$ cat src/verilog/ulsr_pkg.sv
`default_nettype none
package ulsr_pkg;
  // Avalon byte offsets, one 32-bit word each
  localparam logic [3:0] RX_DATA_OFS     = 4'h0;
  localparam logic [3:0] LINE_CTRL_OFS   = 4'h4;
  localparam logic [3:0] FIFO_CTRL_OFS   = 4'h8;
  localparam logic [3:0] LINE_STATUS_OFS = 4'hC;
  // Line status fields
  localparam int LS_AVAIL_BIT   = 0;
  localparam int LS_OVERRUN_BIT = 1;
  localparam int LS_PARITY_BIT  = 2;
  localparam int LS_BREAK_BIT   = 4;
  // Line control and FIFO control fields
  localparam int LC_PEN_BIT    = 3;
  localparam int LC_EVEN_BIT   = 4;
  localparam int FC_ENABLE_BIT = 0;
  // Reset values
  localparam logic [7:0] LINE_CTRL_RESET = 8'h00;
  localparam logic       FIFO_EN_RESET   = 1'h0;
  // Sizes and cycle counts
  localparam int CHAR_BITS          = 8;
  localparam int ENTRY_W            = CHAR_BITS + 2;
  localparam int BIT_CYCLES_DEFAULT = 16;
  localparam int FIFO_DEPTH_DEFAULT = 16;
  typedef enum logic [2:0] {
    RX_IDLE   = 3'h0,
    RX_START  = 3'h1,
    RX_DATA   = 3'h3,
    RX_PARITY = 3'h2,
    RX_STOP   = 3'h6
  } ulsr_rx_state_t;
endpackage
`default_nettype wire

$ cat src/verilog/ulsr_line_status.sv
// Notes on behaviour
// - FIFO mode: parity error shown at head
// - Break also raises the parity error flag
// - Parity flag one on error; status read clears
// - Non-FIFO: unread character overwritten, overrun set
// - FIFO mode: character into full FIFO overruns
// - FIFO overrun keeps FIFO, drops new character
// - Overrun flag one after overrun; read clears
// - Data available bit 0 is one while characters wait
// - Data available drops when a read or flush leaves it empty
// - Parity checked only with parity enable on
// - Break flag after all-low character time
//
// Added by the designer: the Avalon-MM interface to the registers and the register addresses.
`timescale 1ns/1ps
`default_nettype none
module ulsr_line_status
  import ulsr_pkg::*;
#(
  parameter int BIT_CYCLES = BIT_CYCLES_DEFAULT,
  parameter int FIFO_DEPTH = FIFO_DEPTH_DEFAULT
) (
  // Clock and reset
  input  wire logic        clk,
  input  wire logic        reset,
  // Avalon-MM slave
  input  wire logic [3:0]  address,
  input  wire logic        read,
  input  wire logic        write,
  input  wire logic [31:0] writedata,
  output logic      [31:0] readdata,
  output logic             waitrequest,
  // Serial line
  input  wire logic        rxSerialIn
);
  localparam int CW = $clog2(FIFO_DEPTH + 1);
  localparam logic [15:0] HALF_BIT = 16'(BIT_CYCLES / 2 - 1);
  localparam logic [15:0] FULL_BIT = 16'(BIT_CYCLES - 1);

  logic                 rxSync1;
  logic                 rxLine;
  logic                 rxPrev;
  ulsr_rx_state_t       rxState;
  logic [15:0]          bitTimer;
  logic [2:0]           bitIdx;
  logic [CHAR_BITS-1:0] shiftReg;
  logic                 parBit;
  logic                 charDone;
  logic [ENTRY_W-1:0]   charWord;
  logic [7:0]           lineCtrl;
  logic                 fifoMode;
  logic                 parityFlag;
  logic                 overrunFlag;
  logic                 breakFlag;
  logic                 headNew;
  logic [ENTRY_W-1:0]   headData;
  logic [CW-1:0]        count;
  logic                 accept;
  logic                 lsrRead;
  logic                 rbrRead;
  logic                 popReq;
  logic                 fifoFull;
  logic                 push;
  logic                 pop;
  logic                 overrunEvt;
  logic                 flush;
  logic                 headLoad;
  logic                 headBreak;
  logic                 headParity;

  function automatic logic isAddr(input logic [3:0] a, input logic [3:0] ofs);
    isAddr = (a == ofs);
  endfunction

  // Bus: one wait cycle, effects land on the accepting edge
  assign accept   = (read || write) && !waitrequest;
  assign lsrRead  = accept && read && isAddr(address, LINE_STATUS_OFS);
  assign rbrRead  = accept && read && isAddr(address, RX_DATA_OFS);
  assign popReq   = rbrRead && (count != '0);
  assign fifoFull = (count == CW'(FIFO_DEPTH));
  assign flush    = accept && write && isAddr(address, FIFO_CTRL_OFS)
                    && (writedata[FC_ENABLE_BIT] != fifoMode);
  // A new character fills a free slot or replaces the single held one; into a full FIFO with no read it is dropped
  assign push       = charDone && (fifoMode ? (!fifoFull || popReq) : 1'b1);
  assign pop        = popReq || (!fifoMode && charDone && (count != '0));
  assign overrunEvt = charDone && !popReq
                      && (fifoMode ? fifoFull : (count != '0));
  assign headLoad   = (push && ((count == '0) || pop)) || (pop && (count > CW'(1)));
  assign headBreak  = headNew && (count != '0) && headData[ENTRY_W-1];
  assign headParity = headNew && (count != '0) && headData[ENTRY_W-2];

  ulsr_rx_fifo #(
    .WIDTH (ENTRY_W),
    .DEPTH (FIFO_DEPTH)
  ) rxFifo (
    .clk      (clk),
    .reset    (reset),
    .flush    (flush),
    .push     (push),
    .pushData (charWord),
    .pop      (pop),
    .headData (headData),
    .count    (count)
  );

  // The first flop only feeds the second; rxPrev gives edge detection
  always_ff @(posedge clk or posedge reset) begin
    if (reset) begin
      rxSync1 <= 1'h1;
      rxLine  <= 1'h1;
      rxPrev  <= 1'h1;
    end else begin
      rxSync1 <= rxSerialIn;
      rxLine  <= rxSync1;
      rxPrev  <= rxLine;
    end
  end

  // Receiver; a new start needs a falling edge, so a held break yields one character
  always_ff @(posedge clk or posedge reset) begin
    if (reset) begin
      rxState  <= RX_IDLE;
      bitTimer <= 16'h0000;
      bitIdx   <= 3'h0;
      shiftReg <= '0;
      parBit   <= 1'h0;
      charDone <= 1'h0;
      charWord <= '0;
    end else begin
      charDone <= 1'h0;
      if (rxState != RX_IDLE) begin
        bitTimer <= bitTimer - 16'h0001;
      end
      case (rxState)
        RX_IDLE: begin
          parBit <= 1'h0;
          if (rxPrev && !rxLine) begin
            rxState  <= RX_START;
            bitTimer <= HALF_BIT;
          end
        end
        RX_START: begin
          if (bitTimer == 16'h0000) begin
            rxState  <= rxLine ? RX_IDLE : RX_DATA;
            bitTimer <= FULL_BIT;
            bitIdx   <= 3'h0;
          end
        end
        RX_DATA: begin
          if (bitTimer == 16'h0000) begin
            shiftReg <= {rxLine, shiftReg[CHAR_BITS-1:1]};
            bitIdx   <= bitIdx + 3'h1;
            bitTimer <= FULL_BIT;
            if (bitIdx == 3'h7) begin
              rxState <= lineCtrl[LC_PEN_BIT] ? RX_PARITY : RX_STOP;
            end
          end
        end
        RX_PARITY: begin
          if (bitTimer == 16'h0000) begin
            parBit   <= rxLine;
            bitTimer <= FULL_BIT;
            rxState  <= RX_STOP;
          end
        end
        RX_STOP: begin
          if (bitTimer == 16'h0000) begin
            rxState  <= RX_IDLE;
            charDone <= 1'h1;
            charWord[CHAR_BITS-1:0] <= shiftReg;
            charWord[ENTRY_W-1] <= !rxLine && (shiftReg == '0) && !parBit;
            charWord[ENTRY_W-2] <= lineCtrl[LC_PEN_BIT]
                                   && ((^{shiftReg, parBit}) == lineCtrl[LC_EVEN_BIT]);
          end
        end
        default: begin
          rxState <= RX_IDLE;
        end
      endcase
    end
  end

  // Control registers
  always_ff @(posedge clk or posedge reset) begin
    if (reset) begin
      lineCtrl <= LINE_CTRL_RESET;
      fifoMode <= FIFO_EN_RESET;
    end else if (accept && write) begin
      if (isAddr(address, LINE_CTRL_OFS)) begin
        lineCtrl <= writedata[7:0];
      end else if (isAddr(address, FIFO_CTRL_OFS)) begin
        fifoMode <= writedata[FC_ENABLE_BIT];
      end
    end
  end

  // Head flags are taken one cycle after the head changes, when its word is visible
  always_ff @(posedge clk or posedge reset) begin
    if (reset) begin
      headNew <= 1'h0;
    end else begin
      headNew <= headLoad && !flush;
    end
  end

  // Only bits already returned are cleared, so an event during the read survives
  always_ff @(posedge clk or posedge reset) begin
    if (reset) begin
      parityFlag  <= 1'h0;
      overrunFlag <= 1'h0;
      breakFlag   <= 1'h0;
    end else begin
      parityFlag  <= headParity || headBreak
                     || (parityFlag && !(lsrRead && readdata[LS_PARITY_BIT]));
      overrunFlag <= overrunEvt
                     || (overrunFlag && !(lsrRead && readdata[LS_OVERRUN_BIT]));
      breakFlag   <= headBreak
                     || (breakFlag && !(lsrRead && readdata[LS_BREAK_BIT]));
    end
  end

  // Read data is captured in the wait cycle, before any read side effect
  always_ff @(posedge clk or posedge reset) begin
    if (reset) begin
      waitrequest <= 1'h1;
      readdata    <= 32'h0000_0000;
    end else begin
      waitrequest <= !((read || write) && waitrequest);
      if (read && waitrequest) begin
        readdata <= 32'h0000_0000;
        if (isAddr(address, RX_DATA_OFS)) begin
          readdata[CHAR_BITS-1:0] <= (count != '0) ? headData[CHAR_BITS-1:0] : '0;
        end else if (isAddr(address, LINE_CTRL_OFS)) begin
          readdata[7:0] <= lineCtrl;
        end else if (isAddr(address, FIFO_CTRL_OFS)) begin
          readdata[FC_ENABLE_BIT] <= fifoMode;
        end else if (isAddr(address, LINE_STATUS_OFS)) begin
          readdata[LS_AVAIL_BIT]   <= (count != '0);
          readdata[LS_OVERRUN_BIT] <= overrunFlag;
          readdata[LS_PARITY_BIT]  <= parityFlag;
          readdata[LS_BREAK_BIT]   <= breakFlag;
        end
      end
    end
  end
endmodule
`default_nettype wire

$ cat src/verilog/ulsr_rx_fifo.sv
`timescale 1ns/1ps
`default_nettype none
module ulsr_rx_fifo #(
  parameter int WIDTH = 10,
  parameter int DEPTH = 16
) (
  // Clock and reset
  input  wire logic                       clk,
  input  wire logic                       reset,
  // Control
  input  wire logic                       flush,
  input  wire logic                       push,
  input  wire logic [WIDTH-1:0]           pushData,
  input  wire logic                       pop,
  // State
  output logic      [WIDTH-1:0]           headData,
  output logic      [$clog2(DEPTH+1)-1:0] count
);
  localparam int PW = $clog2(DEPTH);
  logic [WIDTH-1:0] mem [DEPTH];
  logic [PW-1:0]    rdPtr;
  logic [PW-1:0]    wrPtr;
  logic             doPop;
  logic             doPush;

  function automatic logic [PW-1:0] bump(input logic [PW-1:0] p);
    bump = (p == PW'(DEPTH - 1)) ? '0 : p + 1'b1;
  endfunction

  assign doPop    = pop && (count != '0);
  assign doPush   = push && ((count != ($clog2(DEPTH+1))'(DEPTH)) || doPop);
  assign headData = mem[rdPtr];

  always_ff @(posedge clk) begin
    if (doPush) begin
      mem[wrPtr] <= pushData;
    end
  end

  // Flush wins so a mode change never leaves stale characters
  always_ff @(posedge clk or posedge reset) begin
    if (reset) begin
      rdPtr <= '0;
      wrPtr <= '0;
      count <= '0;
    end else if (flush) begin
      rdPtr <= '0;
      wrPtr <= '0;
      count <= '0;
    end else begin
      if (doPop) begin
        rdPtr <= bump(rdPtr);
      end
      if (doPush) begin
        wrPtr <= bump(wrPtr);
      end
      if (doPush && !doPop) begin
        count <= count + 1'b1;
      end else if (doPop && !doPush) begin
        count <= count - 1'b1;
      end
    end
  end
endmodule
`default_nettype wire
$ cat config.mk
export PLATFORM = sky130hd
export DESIGN_NAME = ulsr_line_status
export DESIGN_NICKNAME = d
export VERILOG_FILES = /design/src/verilog/ulsr_pkg.sv /design/src/verilog/ulsr_line_status.sv /design/src/verilog/ulsr_rx_fifo.sv
export SDC_FILE = /design/constraint.sdc
export NUM_CORES = 1
export LEC_CHECK = 0
export ABC_AREA = 1
export BUFFER_PORTS_ARGS = -buffer_cell sky130_fd_sc_hd__buf_2
export CAP_MARGIN = 20
export CORE_ASPECT_RATIO = 0.7
export CORE_UTILIZATION = 47
export DETAILED_ROUTE_END_ITERATION = 10
export PLACE_DENSITY = 0.67
export SLEW_MARGIN = 10
export SYNTH_ARGS = -nofsm -noshare
export SYNTH_HDL_FRONTEND = slang
export SYNTH_SLANG_ARGS = --single-unit
$ cat constraint.sdc
create_clock -name clk -period 3.6 [get_ports clk]
set_input_delay 0.54 -clock clk [delete_from_list [all_inputs] [get_ports clk]]
set_output_delay 0.54 -clock clk [all_outputs]
set_load 0.02 [all_outputs]
# After elaboration in Yosys (flattened, before gate mapping)
# Memory sizes are Yosys's and may differ from the RTL's.
# Index checks and enable logic that the tools add are counted.
word_totals:
  n_memories: 1
  input_bits: 41
  word_cells: 172
  regBits: 80
  ram_bits: 160
  output_inout_bits: 33
mem_list:
  columns: ["memory", "words", "width", "read_ports", "rd_clocked_by_memory_dff", "write_ports", "line", "rtl"]
  rows:
  - ["rxFifo.mem", 16, 10, 1, 0, 1, "ulsr_rx_fifo.sv:20", "logic [WIDTH-1:0] mem [DEPTH];"]
op_classes:
  reduce_logical: 79
  muxes: 43
  n_eq_ne: 20
  n_addsub: 6
  n_lt_le_gt_ge: 1
  bitwise_logic: 1
op_table:
  columns: ["cell", "n"]
  rows:
  - ["$mux W16", 3]
  - ["$logic_and A1 B1 Y1", 35]
  - ["$mux W3", 11]
  - ["$pmux W16 S2", 1]
  - ["$mux W4", 6]
  - ["$eq A4 B4 Y1 const B", 4]
  - ["$logic_not A16 Y1", 1]
  - ["$mux W8", 2]
  - ["$sub A16 B1 Y16 const B", 1]
  - ["$mux W5", 3]
  - ["$pmux W3 S5", 1]
  - ["$logic_not A1 Y1", 13]
  - ["$mux W1", 12]
  - ["$ne A2 B2 Y1 const B", 6]
  - ["$logic_or A1 B1 Y1", 10]
  - ["$reduce_xor A9 Y1", 1]
  - ["$add A4 B1 Y4 const B", 2]
  - ["$logic_not A8 Y1", 1]
  - ["$reduce_and A2 Y1", 4]
  - ["$reduce_bool A2 Y1", 4]
  - ["$eq A3 B2 Y1 const B", 2]
  - ["$eq A3 B3 Y1 const B", 2]
  - ["$pmux W3 S2", 1]
  - ["$reduce_and A3 Y1", 2]
  - ["20 further kinds", 22]

# Depth between registers and ports, before layout
depth:
  word_depth: 14
  mapped_depth: 12

# Cells and area by module
# Synthesis repeated with hierarchy kept, for this count alone.
unflattened:
  hier_cells: 1083
  area_unflattened_um2: 11034.3
by_module_without_submodules:
  columns: ["mod", "area_each_um2", "cells_per_inst", "instances"]
  rows:
  - ["ulsr_rx_fifo", 7260.7, 615, 1]
  - ["ulsr_line_status", 3773.6, 468, 1]

# Worst setup path before layout
# No wires, ideal clock.
synth_path:
  path_kind: "register to register"
  startpoint: "reg rxFifo.count[0]"
  endpoint: "mem rxFifo.mem[10][0] (enable)"
  period_less_slack_ps: 2194
  required_ps: 3224
  setup_slack_ps: 1406
  setup_ps: 376
  stages_incl_launch_ff: 10
  arrival_ps: 1817
  cell_sequence: "dfrtp_1 > inv_1 > ha_1 > nand3_4 > nand3_4 > nand2_2 > nand2_4 > inv_4 > nand2_1 > nor2_1"
synth_between:
  elab_chain_cells: 8
synth_rtl:
  columns: ["element", "line", "rtl"]
  rows:
  - ["start: declaration", "ulsr_rx_fifo.sv:17", "output logic [$clog2(DEPTH+1)-1:0] count"]
  - ["start signal: assignment", "ulsr_rx_fifo.sv:58", "count <= count + 1'b1;"]
  - ["start signal: assignment", "ulsr_rx_fifo.sv:60", "count <= count - 1'b1;"]
  - ["$eq A5 B5 Y1 or $reduce_bool A5 Y1 (tied branches)", null, null]
  - ["$logic_not A1 Y1, or another cell as far along", "ulsr_line_status.sv:84", "assign push = charDone && (fifoMode ? (!fifoFull || popReq) : 1'b1);"]
  - ["$logic_or A1 B1 Y1, on equally long branches", "ulsr_line_status.sv:84, ulsr_line_status.sv:85", null]
  - ["$mux W1 or $logic_and A1 B1 Y1 (tied branches)", "ulsr_line_status.sv:84, ulsr_rx_fifo.sv:30", null]
  - ["$logic_and A1 B1 Y1 or $logic_or A1 B1 Y1 (tied branches)", "ulsr_line_status.sv:84, ulsr_rx_fifo.sv:31", null]
  - ["$logic_and A1 B1 Y1 *", "ulsr_rx_fifo.sv:31", "assign doPush = push && ((count != ($clog2(DEPTH+1))'(DEPTH)) || doPop);"]
  - ["$mux W1 *", "ulsr_rx_fifo.sv:35", "if (doPush) begin"]
  - ["$mux W1 (implied by the code) *", "ulsr_rx_fifo.sv:36", "mem[wrPtr] <= pushData;"]
  - ["end: declaration", "ulsr_rx_fifo.sv:20", null]
# Mark *: on every way between the ends. The rest lies on a longest branch, timed or not.

# Final worst setup path
layout_path:
  startpoint: "reg rxFifo.count[0]"
  endpoint: "mem rxFifo.mem[10][8] (enable)"
# Same word-level chain as after synthesis.

==> results_dict.tcl <==
set metrics [dict create \
    status "finished, final reports clean" \
    synthArstFlopShare_pct 33.33 \
    final.setup.tns_ns 0 \
    clock_sinks 240 \
    dp_cells 1431 \
    die_w_um 186.3 \
    antenna_found_initial 1 \
    ant_nets 0 \
    overflow 0 \
    hold_ws_ns 0.1336 \
    worst-r2r-cell-count 9 \
    synth_cells 1113 \
    dieArea_um2 24410 \
    portBuffers 25 \
    area_delta_synth_final_pct 10.52 \
    core_um2 22960 \
    synthTopCellsByCount "210 x nor2_1, 200 x nand2_1, 160 x edfxtp_1" \
    power.total_mw 7.807 \
    drtIter0Drc 752 \
    yosysMostFrequentCell "nor2_1" \
    syn_area_um2 11180 \
    sequentialPowerShare_pct 43.3 \
    cp-start-kind "flip-flop" \
    ios 74 \
    final_cell_area_um2 12350 \
    fin_crit_ns 2.670 \
    p_per_area_nw_per_um2 632.0 \
    dp_hpwl_mm 16.16 \
    avgViaCountPerCell 5.246 \
    cp.required_ns 3.73 \
    stdcell_count 1477 \
    fmax_mhz 374.6 \
    cts_hold_buf 0 \
    critPathCaptureType "flip-flop" \
    slew_viol_final 0 \
    hp-class "in2reg" \
    grt_first_pass_wirelength_mm 38.73 \
    fin_nets 1200 \
    initial_core_util_pct 48.67 \
    clk_pin_slew_worst_paths_ns 0.06 \
    multiInputGateArea_um2 3746 \
    p_sw_share_pct 33.46 \
    synth_edf_count 160 \
    gp_congestion 0.9161 \
    cts_made_buffers 24 \
    grt_max_degree 84 \
    clk_latency_ns 0.52 \
    drt_pass1_iterations 7 \
    synth-main-ff-cell "edfxtp_1" \
    intPower_mw 5.195 \
    drt_wl_total_mm 24.58 \
    postLayoutCoreUtil_pct 53.79 \
    cts_resized 0 \
    cts_tree "done" \
    setup_ws_ns 0.9303 \
    dpl_worst_slack_ns 0.8767 \
    tightestPinTransition_ns 0.9446 \
    rsz0062_at_grt "no" \
    netlist_top_cells_area "edfxtp_1 43%, dfrtp_1 17%, nor2_1 7.1%" \
    report.final.setup_viol 0 \
    period_share_pct 74.16 \
    yosysTopAreaCellShare_pct 42.99 \
    vias 7748 \
    p_sw_mw 2.612 \
    synth_area_leader_cell "edfxtp_1" \
    yosysSeqAreaShare_pct 60.95 \
    path_class "reg2reg" \
    seq_area_um2 6814 \
    avgRoutedWirePerCell_um 16.64 \
    rows 46 \
    die_h_um 131.0 \
    hold_violations 0 \
    first_global_vias 6978 \
    cap_violations 0 \
    synthDistinctLibCells 47 \
    clockBufferDepth 3 \
    pwr-share-clk_pct 31.7 \
    fillCellCount 1995 \
    drive_gt1_share_pct 12.29 \
    grt_util_all_layers_pct 20.42 \
    worst-path-max-fanout 10 \
    htreeDepth 1 \
    root_buffer "clkbuf_16" \
    max-slew-margin-rel_pct 36.79 \
    post_cts_buffers 0 \
    holdPathStages 1 \
    place_area_um2 11530 \
    route.detailed.drc 0 \
    vdd_drop_max_uv 411.2 \
    skew_ns 0.02347 \
    avgSynthCellArea_um2 10.04 \
    leakagePower_nw 4.768 \
    yosys_register_bits 240 \
    p_comb_share_pct 24.9 \
    yosys_warnings 0 \
    worstPathArrival_ns 2.80 \
]
## final timing paths
kind | to | startpoint | slack (ns)
setup / recovery | rxFifo.mem[10][8]$_DFFE_PP_ | rxFifo.count[0]$_DFFE_PP0P_ | 0.93
hold / removal | rxSync1$_DFF_PP1_ | rxSerialIn | 0.13
setup reg to reg | rxFifo.mem[10][8]$_DFFE_PP_ | rxFifo.count[0]$_DFFE_PP0P_ | 0.93
hold reg to reg | rxLine$_DFF_PP1_ | rxSync1$_DFF_PP1_ | 0.36
max in group asynchronous | rxLine$_DFF_PP1_ | reset | 2.74
min in group asynchronous | bitTimer[11]$_DFF_PP0_ | reset | 0.16
## cell families after synthesis
logic type      count (synthesis)  synth area share (%)
compound gates                171                 8.721
fa+ha+maj                      13                 1.455
flops                         240                 60.95
mux                             6                0.6045
simple gates                  514                 20.13
buf+inv                       145                 6.303
other cells                     1               0.03355
xor+xnor                       23                 1.803
## area by class of cell
cell class	instances	area share, %
flip-flops and latches	240	55.17
repair buffers	43	2.208
clock inverters	7	0.2836
diodes	1	0.02026
multi-input cells	751	30.33
clock buffers	37	6.189
inverters	86	2.644
well taps	312	3.160
## worst max-delay path, stage by stage, from the launching register on
cell	delay [ns]
dfrtp_1	0.45
inv_1	0.12
ha_1	0.28
nand3_4	0.15
nand3_4	0.14
nand2_2	0.11
nand2_4	0.09
inv_4	0.11
nand2_1	0.12
nor2_1	0.71
## power groups by stage
stage	Combinational [mW]	Sequential, mW	Clock [mW]
4_1_cts	1.94	3.38	2.52
2_1_floorplan	1.56	3.35	0
3_5_place_dp	1.93	3.43	0
5_1_grt	2.21	3.41	2.63
6_report	1.95	3.38	2.48
3_3_place_gp	1.88	3.43	0
## state kept, by name, indices dropped and copies added (netlist names), 3 cells and up
signal,flops
bitIdx,3
bitTimer,16
charWord,10
lineCtrl,8
readdata,8
rxFifo.count,5
rxFifo.mem,160
rxFifo.rdPtr,4
rxFifo.wrPtr,4
rxState,3
shiftReg,8
## metal layers
layer	wire [um]	global-route usage [%]	share of wire [%]
met5	0	0	0
met4	433	4.764	1.8
met3	1453	3.365	5.9
met1	12380	31.62	50
met2	10310	29.87	42
## cell usage in the layout, fill, tap and decap left out, types with 7 or more instances in the layout
cell type and n:
clkbuf_16 28, clkinv_2 8, nand3_1 57, o21ai_0 105
o21ai_2 9, inv_1 75, nand2_1 200, ha_1 13
nand2_2 7, buf_4 17, buf_2 25, edfxtp_1 160
xnor2_1 9, o21ai_1 11, nor2_1 210, o211ai_1 15
a21oi_1 18, conb_1 24, inv_2 7, xor2_1 14
dfrtp_1 74
Power figures use the tool's default switching activity.
